**src/lpteb_pkg.sv**
```systemverilog
package lpteb_pkg;

  // ------------------------------------------------------------
  // Sizes
  // ------------------------------------------------------------
  localparam int LINK_MAX = 16;
  localparam int TABLE_BYTES = 256;
  localparam int TABLE_ROWS = 128;
  localparam int BANK_ROWS = 64;

  // ------------------------------------------------------------
  // Input word layout and parameter address map
  // ------------------------------------------------------------
  localparam logic [7:0] PARAM_MSG_TYPE = 8'hA5;
  localparam logic [1:0] ERR_REGION = 2'h1;
  localparam logic [3:0] DEST_REGION = 4'h2;
  localparam logic [1:0] FLD_THR_LO = 2'h0;
  localparam logic [1:0] FLD_THR_HI = 2'h1;
  localparam logic [1:0] FLD_INC_LO = 2'h2;
  localparam logic [1:0] FLD_INC_HI = 2'h3;

  // ------------------------------------------------------------
  // Reset values and count limits
  // ------------------------------------------------------------
  localparam logic [15:0] THR_RESET = 16'h00FF;
  localparam logic [15:0] INC_RESET = 16'h0001;
  localparam logic [15:0] CNT_RESET = 16'h0000;
  localparam logic [15:0] CNT_MAX = 16'hFFFF;
  localparam logic [15:0] CNT_STEP = 16'h0001;

  // ------------------------------------------------------------
  // Carriers
  // ------------------------------------------------------------
  typedef struct packed {
    logic [7:0] msg_type;
    logic [7:0] addr;
    logic [7:0] value;
  } lpteb_param_type;

  typedef struct packed {
    logic bank;
    logic [5:0] row;
  } lpteb_row_type;

  typedef struct packed {
    logic [3:0] link;
    logic [7:0] dest;
  } lpteb_recfg_type;

endpackage

```
**src/lpteb_table_mem.sv**
```systemverilog
`timescale 1ns/10ps
`default_nettype none

module lpteb_table_mem #(
  parameter int ROWS = 128
) (
  input wire logic clk_sys,
  input wire logic wr_en,
  input wire logic [7:0] wr_addr,
  input wire logic [7:0] wr_byte,
  input wire logic rd_en,
  input wire logic [6:0] rd_row,
  output logic [15:0] rd_data
);

  // ------------------------------------------------------------
  // Storage: even bytes in the low half of a row
  // ------------------------------------------------------------
  logic [7:0] mem_lo [ROWS];
  logic [7:0] mem_hi [ROWS];
  logic [15:0] rd_data_q;

  // No reset on the array: contents are only valid once written
  always_ff @(posedge clk_sys) begin
    if (wr_en && !wr_addr[0]) begin
      mem_lo[wr_addr[7:1]] <= wr_byte;
    end
    if (wr_en && wr_addr[0]) begin
      mem_hi[wr_addr[7:1]] <= wr_byte;
    end
    if (rd_en) begin
      rd_data_q <= {mem_hi[rd_row], mem_lo[rd_row]};
    end
  end

  assign rd_data = rd_data_q;

endmodule

`default_nettype wire

```
**src/lpteb_top.sv**
```systemverilog
// Notes on behaviour
// Keep a count per link; report once the count reaches its threshold.
// On a link error, add that link's increment to its count.
// On each successful transmission, lower that link's count by one.
// Threshold and increment are 16 bits, each byte written separately.
// Parameter table fills answer memory banks 6 and 7, host readable.
// Table byte position equals bits 15..8 of the parameter word.
// Row is byte position shifted right; rows above 63 are bank 7.
// Each entry holds the parameter byte exactly as last written; positions 8'h20..8'h2F here also take derived destination bytes.
// Derived values, like reconfigured destination numbers, enter the table.
// A parameter word carries type, address and one value byte.
// The count saturates at zero and at 16'hFFFF, never wrapping.
`timescale 1ns/10ps
`default_nettype none

module lpteb_top
  import lpteb_pkg::*;
#(
  parameter int N_LINKS = LINK_MAX
) (
  input wire logic clk_sys,
  input wire logic reset,
  input wire logic param_valid,
  input wire lpteb_param_type param_word,
  input wire logic recfg_valid,
  input wire lpteb_recfg_type recfg,
  input wire logic [N_LINKS-1:0] link_error,
  input wire logic [N_LINKS-1:0] link_tx_ok,
  input wire logic tbl_rd_en,
  input wire lpteb_row_type tbl_rd_addr,
  output logic [15:0] tbl_rd_data,
  output logic tbl_rd_valid,
  output logic [N_LINKS-1:0] err_report,
  output logic [N_LINKS-1:0] err_over,
  output logic [N_LINKS-1:0][15:0] err_count
);

  // ------------------------------------------------------------
  // Parameter word decode
  // ------------------------------------------------------------
  wire param_hit;
  wire err_sel;
  wire [3:0] err_link;
  wire [1:0] err_fld;
  wire [7:0] param_pos;

  // Words of another message type are not parameters and are ignored
  assign param_hit = param_valid &&
                     (param_word.msg_type == PARAM_MSG_TYPE);
  assign param_pos = param_word.addr;
  assign err_sel = param_hit && (param_pos[7:6] == ERR_REGION);
  assign err_link = param_pos[5:2];
  assign err_fld = param_pos[1:0];

  // ------------------------------------------------------------
  // Derived values: reconfiguration destinations
  // ------------------------------------------------------------
  logic recfg_pend_q;
  logic recfg_pend_d;
  lpteb_recfg_type recfg_hold_q;
  lpteb_recfg_type recfg_hold_d;
  wire recfg_wr;
  wire [7:0] recfg_pos;
  lpteb_recfg_type recfg_src;

  // A parameter write owns the table port; a clashing derived write
  // waits for the next slot without one, and a newer one arriving while it waits supersedes it
  assign recfg_src = recfg_pend_q ? recfg_hold_q : recfg;
  assign recfg_wr = !param_hit && (recfg_pend_q || recfg_valid);
  assign recfg_pos = {DEST_REGION, recfg_src.link};

  always_comb begin
    recfg_pend_d = recfg_pend_q;
    recfg_hold_d = recfg_hold_q;
    if (recfg_wr) begin
      recfg_pend_d = recfg_pend_q && recfg_valid;
      recfg_hold_d = recfg;
    end else if (recfg_valid) begin
      recfg_pend_d = 1'b1;
      recfg_hold_d = recfg;
    end
  end

  always_ff @(posedge clk_sys) begin
    if (reset) begin
      recfg_pend_q <= 1'b0;
      recfg_hold_q <= '0;
    end else begin
      recfg_pend_q <= recfg_pend_d;
      recfg_hold_q <= recfg_hold_d;
    end
  end

  // ------------------------------------------------------------
  // Parameter table
  // ------------------------------------------------------------
  wire tbl_wr_en;
  wire [7:0] tbl_wr_addr;
  wire [7:0] tbl_wr_byte;
  wire [6:0] tbl_rd_row;
  logic tbl_rd_valid_q;

  assign tbl_wr_en = param_hit || recfg_wr;
  // Byte goes in untouched, at its own address in banks 6 and 7
  assign tbl_wr_addr = param_hit ? param_pos : recfg_pos;
  assign tbl_wr_byte = param_hit ? param_word.value : recfg_src.dest;
  // Bank bit on top: rows 64..127 of the whole table are bank 7
  assign tbl_rd_row = {tbl_rd_addr.bank, tbl_rd_addr.row};

  lpteb_table_mem #(
    .ROWS(TABLE_ROWS)
  ) u_table (
    .clk_sys(clk_sys),
    .wr_en(tbl_wr_en),
    .wr_addr(tbl_wr_addr),
    .wr_byte(tbl_wr_byte),
    .rd_en(tbl_rd_en),
    .rd_row(tbl_rd_row),
    .rd_data(tbl_rd_data)
  );

  always_ff @(posedge clk_sys) begin
    if (reset) begin
      tbl_rd_valid_q <= 1'b0;
    end else begin
      tbl_rd_valid_q <= tbl_rd_en;
    end
  end

  assign tbl_rd_valid = tbl_rd_valid_q;

  // ------------------------------------------------------------
  // Leaky bucket per link
  // ------------------------------------------------------------
  for (genvar i = 0; i < N_LINKS; i++) begin : g_link
    logic [15:0] thr_q;
    logic [15:0] thr_d;
    logic [15:0] inc_q;
    logic [15:0] inc_d;
    logic [15:0] cnt_q;
    logic [15:0] cnt_d;
    logic over_q;
    logic report_q;
    wire me;
    wire [16:0] sum;
    wire [15:0] up;
    wire over_d;
    wire thr_lo_wr;
    wire thr_hi_wr;
    wire inc_lo_wr;
    wire inc_hi_wr;
    wire dec;

    assign me = err_sel && (err_link == 4'(i));
    assign thr_lo_wr = me && (err_fld == FLD_THR_LO);
    assign thr_hi_wr = me && (err_fld == FLD_THR_HI);
    assign inc_lo_wr = me && (err_fld == FLD_INC_LO);
    assign inc_hi_wr = me && (err_fld == FLD_INC_HI);

    // Each byte has its own address; the other byte is kept
    always_comb begin
      thr_d = thr_q;
      inc_d = inc_q;
      if (thr_lo_wr) begin
        thr_d[7:0] = param_word.value;
      end
      if (thr_hi_wr) begin
        thr_d[15:8] = param_word.value;
      end
      if (inc_lo_wr) begin
        inc_d[7:0] = param_word.value;
      end
      if (inc_hi_wr) begin
        inc_d[15:8] = param_word.value;
      end
    end

    // Error and success in one cycle: add first, then take one step
    assign sum = {1'b0, cnt_q} + {1'b0, inc_q};
    assign up = !link_error[i] ? cnt_q :
                (sum[16] ? CNT_MAX : sum[15:0]);
    // Floor test follows the add, so an error at zero is not lost
    assign dec = link_tx_ok[i] && (up != CNT_RESET);

    always_comb begin
      cnt_d = up;
      if (dec) begin
        cnt_d = up - CNT_STEP;
      end
    end

    // Threshold of zero is excluded by its own test, so it disables reports
    assign over_d = (thr_q != CNT_RESET) && (cnt_d >= thr_q);

    always_ff @(posedge clk_sys) begin
      if (reset) begin
        thr_q <= THR_RESET;
        inc_q <= INC_RESET;
        cnt_q <= CNT_RESET;
        over_q <= 1'b0;
        report_q <= 1'b0;
      end else begin
        thr_q <= thr_d;
        inc_q <= inc_d;
        cnt_q <= cnt_d;
        over_q <= over_d;
        report_q <= over_d && !over_q;
      end
    end

    // ------------------------------------------------------------
    // Outputs
    // ------------------------------------------------------------
    assign err_count[i] = cnt_q;
    assign err_over[i] = over_q;
    assign err_report[i] = report_q;
  end

endmodule

`default_nettype wire

```
**config.mk**
```make
export PLATFORM = sky130hd
export DESIGN_NAME = lpteb_top
export DESIGN_NICKNAME = d
export VERILOG_FILES = /design/src/lpteb_pkg.sv /design/src/lpteb_table_mem.sv /design/src/lpteb_top.sv
export SDC_FILE = /design/constraint.sdc
export NUM_CORES = 2
export LEC_CHECK = 0
export BUFFER_PORTS_ARGS = -buffer_cell sky130_fd_sc_hd__buf_4
export CAP_MARGIN = 20
export CORE_MARGIN = 1
export CORE_UTILIZATION = 35
export CTS_CLUSTER_SIZE = 30
export DETAILED_ROUTE_END_ITERATION = 8
export GPL_TIMING_DRIVEN = 1
export PLACE_DENSITY = 0.61
export SLEW_MARGIN = 10
export SYNTH_ARGS = -nofsm -noshare
export SYNTH_HDL_FRONTEND = slang
export SYNTH_SLANG_ARGS = --single-unit
```
**constraint.sdc**
```tcl
create_clock -name clk_sys -period 13.3 [get_ports clk_sys]
set_input_delay 1.995 -clock clk_sys [delete_from_list [all_inputs] [get_ports clk_sys]]
set_output_delay 1.995 -clock clk_sys [all_outputs]
set_load 0.02 [all_outputs]
```
==> impl_results.md <==
* Max-capacitance violation count at 0
* Worst-Margin Slew at about 1200 ps
* Layout Skew at around 54 ps
* Library cells used by synthesis at about 110
* CTS H-tree depth at 5
* WP buf/inv at 2
* Status: finished with violations
* Via density at between 5 and 6
* TritonCTS Buffers at slightly above 300
* Maximum single-stage delay on the critical path at 450 ps
* Clock sink total at around 2,900
* Peak supply drop at ~120 uV
* Final estimated routing congestion in global placement at 0.905
* Worst skew pair latency at 920 ps
* Wire length of the first global-routing pass at about 580,000 um
* Share of the yosys chip area belonging to registers at 0.573
* Total via count after detailed routing at 90,585
* Setup fix buffers added after clock tree synthesis at 0
* CORE AREA at 0.389 mm^2
* DPL Wire Length at approximately 260,000 um
* Combined global-route utilization of all metal layers at 0.197
* Main flop type after synthesis: sky130_fd_sc_hd__edfxtp_1
* Via count of the first global-routing pass at between 80,000 and 90,000
* Rows at between 200 and 250
* Clock transition time at the flip-flop clock pins of the worst setup and hold paths at 60 ps
* Data arrival time of the worst path at between 7000 and 8000 ps
* Critical-path cell with the highest stage delay: sky130_fd_sc_hd__a211oi_1
* First-pass DRT Iterations at 8
* Die Height at about 630 um
* Fin Setup TNS at 0 ps
* Post-route DRC at 32
* Root buffer cell: sky130_fd_sc_hd__clkbuf_16
* Total I/O pin count at 385
* Violation count after the first detailed-routing iteration at between 8,000 and 9,000
* Worst min path class: flip-flop to flip-flop
* Required time worst endpoint at 14,120 ps
* Leakage power at ~55 nW
* Final setup violation count at 0
* Number of synthesis warnings at 0
* Hold Path Stages at 1
* Nets at roughly 11,000
* Areal power density over the cells at roughly 140 mW/mm^2
* Area of the mapped netlist at about 0.14 mm^2
* Die outline width at approximately 630 um
* Growth of design area from synthesis to finish at 13.9%
* FFs w/ async S/R, synth at 0
* Number of cells upsized or downsized after cts at 0
* Number of synthesized flops with an enable pin at a little over 2,000
* CTS Buffer Depth at 4
* Crit. End Element: flip-flop
* TritonCTS clock tree: yes
* Type of origin of the critical path: flip-flop
* Die area at about 0.4 mm^2
* Synthesized Nets at around 11,000
* Detail Route Antenna Nets at 0
* Slew HR at 0.188
* Number of hold buffers added after cts at 0
* Number of antenna violations at the first check in global routing at 32
* Most frequent cell on the critical path: sky130_fd_sc_hd__a21o_1
* Fraction of the cycle the final worst path needs at 0.492
* Synth Register Bits at around 2,900
* Total stage count of the critical path at 27
* Cell family with the largest share of critical-path delay: compound AO/OA/AOI/OAI gates
* Final critical-path required period at ~6500 ps
* RSZ-0062 raised after global routing: false
* Port Buf Inserts at ~380
* Filler cells at roughly 36,000
* GRT overflow at 0
* Violations in the final reports: design-rule violations
* Hold violation count in the final report at 0
* Wire length per cell after detailed routing at approximately 24 um
* Setup Crit Path Kind: flip-flop to flip-flop
* Initial cell density of the core at 0.351
* Largest net degree at the start of global routing at between 150 and 200
* Reg2Reg Depth at 27
* Mean instance size in the synthesized netlist at between 10 and 15 um^2
* Cells after Synth at between 10,000 and 15,000
* Hold slack at just over 400 ps
* WL final at roughly 400,000 um
* Biggest fanout along the worst timing path at 12
* Maximum achievable frequency at around 150 MHz
* Layout cells sized above 1 at 0.170
* Final-report max-slew violation count at 0
[power by group]
group	switching [mW]	internal, mW
Combinational	1.55	1.01
Sequential	0.202	9.73
Clock	3.75	5.14
[stage by stage]
| stage | cell area, um^2 | setup WS [ps] | power [mW] | instances | utilization |
|---|---|---|---|---|---|
| global placement | 145000 | 6220 | 12.7 | 15729 | 0.373 |
| global route | 156000 | 6350 | 22.1 | 16309 | 0.400 |
| floorplan | 137000 | 1710 | 11.8 | 10586 | - |
| CTS | 156000 | 6800 | 21.5 | 16297 | 0.400 |
| detailed placement | 145000 | 6140 | 12.7 | 15733 | 0.373 |
| finish | 156000 | 6750 | 21.4 | 16316 | 0.400 |
[cell type report]
type	instances	area, um^2	share of cell area
antenna	12	30.0	0.000193
clock buffer	387	8340	0.0536
clock inverter	177	2080	0.0134
inverter	356	1340	0.00863
multi-input combinational	6795	55000	0.353
sequential	2878	78300	0.503
tap	5197	6500	0.0418
timing repair buffer	514	4060	0.0261
[flip-flops by register name, summed over array words and instances, names as in the netlist]
name,flops
recfg_pend_q,1
tbl_rd_valid,1
u_table.mem_lo,1024
g_link.over_q,16
recfg_hold_q,12
g_link.report_q,16
g_link.cnt_q,256
u_table.mem_hi,1024
g_link.inc_q,256
g_link.thr_q,256
u_table.rd_data,16
[placed cells by master (no fill, tap or decap), drive strengths merged, types with 27 or more instances in the layout]
cell,n
a21o,233
o21bai,37
a211oi,101
edfxtp,2064
o31ai,51
xor2,122
clkinv,142
clkbuf,389
mux2i,116
a31o,36
or2,55
buf,512
ha,532
o211ai,160
o21a,103
and4,37
a31oi,69
a2111oi,27
nor2b,77
o22ai,84
nand2b,58
mux4,672
a211o,33
bufinv,33
xnor2,171
a21oi,676
dfxtp,814
or3,72
nor3,135
nand4,54
a41oi,28
nand2,1031
mux2,39
and3,48
inv,346
nand3,180
nor2,665
nor4,103
o21ai,389
and2,226
[Yosys cell counts, drive strengths merged, types with 39 or more instances]
| library cell | instances | area [um^2] |
|---|---|---|
| edfxtp | 2064 | 62000 |
| nand2 | 1031 | 3870 |
| dfxtp | 814 | 16300 |
| a21oi | 676 | 3390 |
| mux4 | 672 | 15100 |
| nor2 | 665 | 2500 |
| ha | 532 | 6660 |
| clkbuf | 448 | 1680 |
| o21ai | 389 | 1950 |
| inv | 329 | 1230 |
| a21o | 233 | 1750 |
| and2 | 226 | 1420 |
| nand3 | 180 | 901 |
| xnor2 | 171 | 1500 |
| o211ai | 160 | 1200 |
| nor3 | 135 | 686 |
| xor2 | 122 | 1070 |
| mux2i | 116 | 1160 |
| buf | 109 | 553 |
| nor4 | 103 | 693 |
| o21a | 103 | 774 |
| a211oi | 101 | 763 |
| o22ai | 84 | 532 |
| nor2b | 77 | 482 |
| or3 | 72 | 450 |
| a31oi | 69 | 432 |
| nand2b | 58 | 363 |
| or2 | 55 | 344 |
| nand4 | 54 | 338 |
| o31ai | 51 | 407 |
| and3 | 48 | 300 |
| mux2 | 39 | 443 |
[path summary, 6_finish.rpt]
| path | startpoint | end | slack (ps) |
|---|---|---|---|
| worst max-delay path | g_link[10].cnt_q[0] | g_link[10].report_q | 6750 |
| worst min-delay path | g_link[9].over_q | g_link[9].report_q | 410 |
| worst max register to register | g_link[10].cnt_q[0] | g_link[10].report_q | 6750 |
| worst min register to register | g_link[9].over_q | g_link[9].report_q | 410 |
[cells by family (layout without fill, tap and decap cells)]
family          Yosys count  in the layout  share of synthesized area
flops                  2878           2878                      0.573
simple gates           2845           2845                     0.0992
compound gates         2282           2282                      0.109
buf+inv                 913           1434                     0.0261
mux                     827            827                      0.122
fa+ha+maj               548            548                     0.0511
xor+xnor                293            293                     0.0188
other cells               0             12                          0
[per-layer routing]
metal / part of all wire / vias up / routed length (um) / GRT usage
met4: 0.023 / 26 / 9340 / 0.0466
met1: 0.43 / 45681 / 172000 / 0.273
met3: 0.076 / 506 / 30300 / 0.0372
met5: 0.00037 / - / 147 / 0
li1: - / 41172 / - / -
met2: 0.47 / 3200 / 187000 / 0.318
Power figures use the tool's default switching activity.
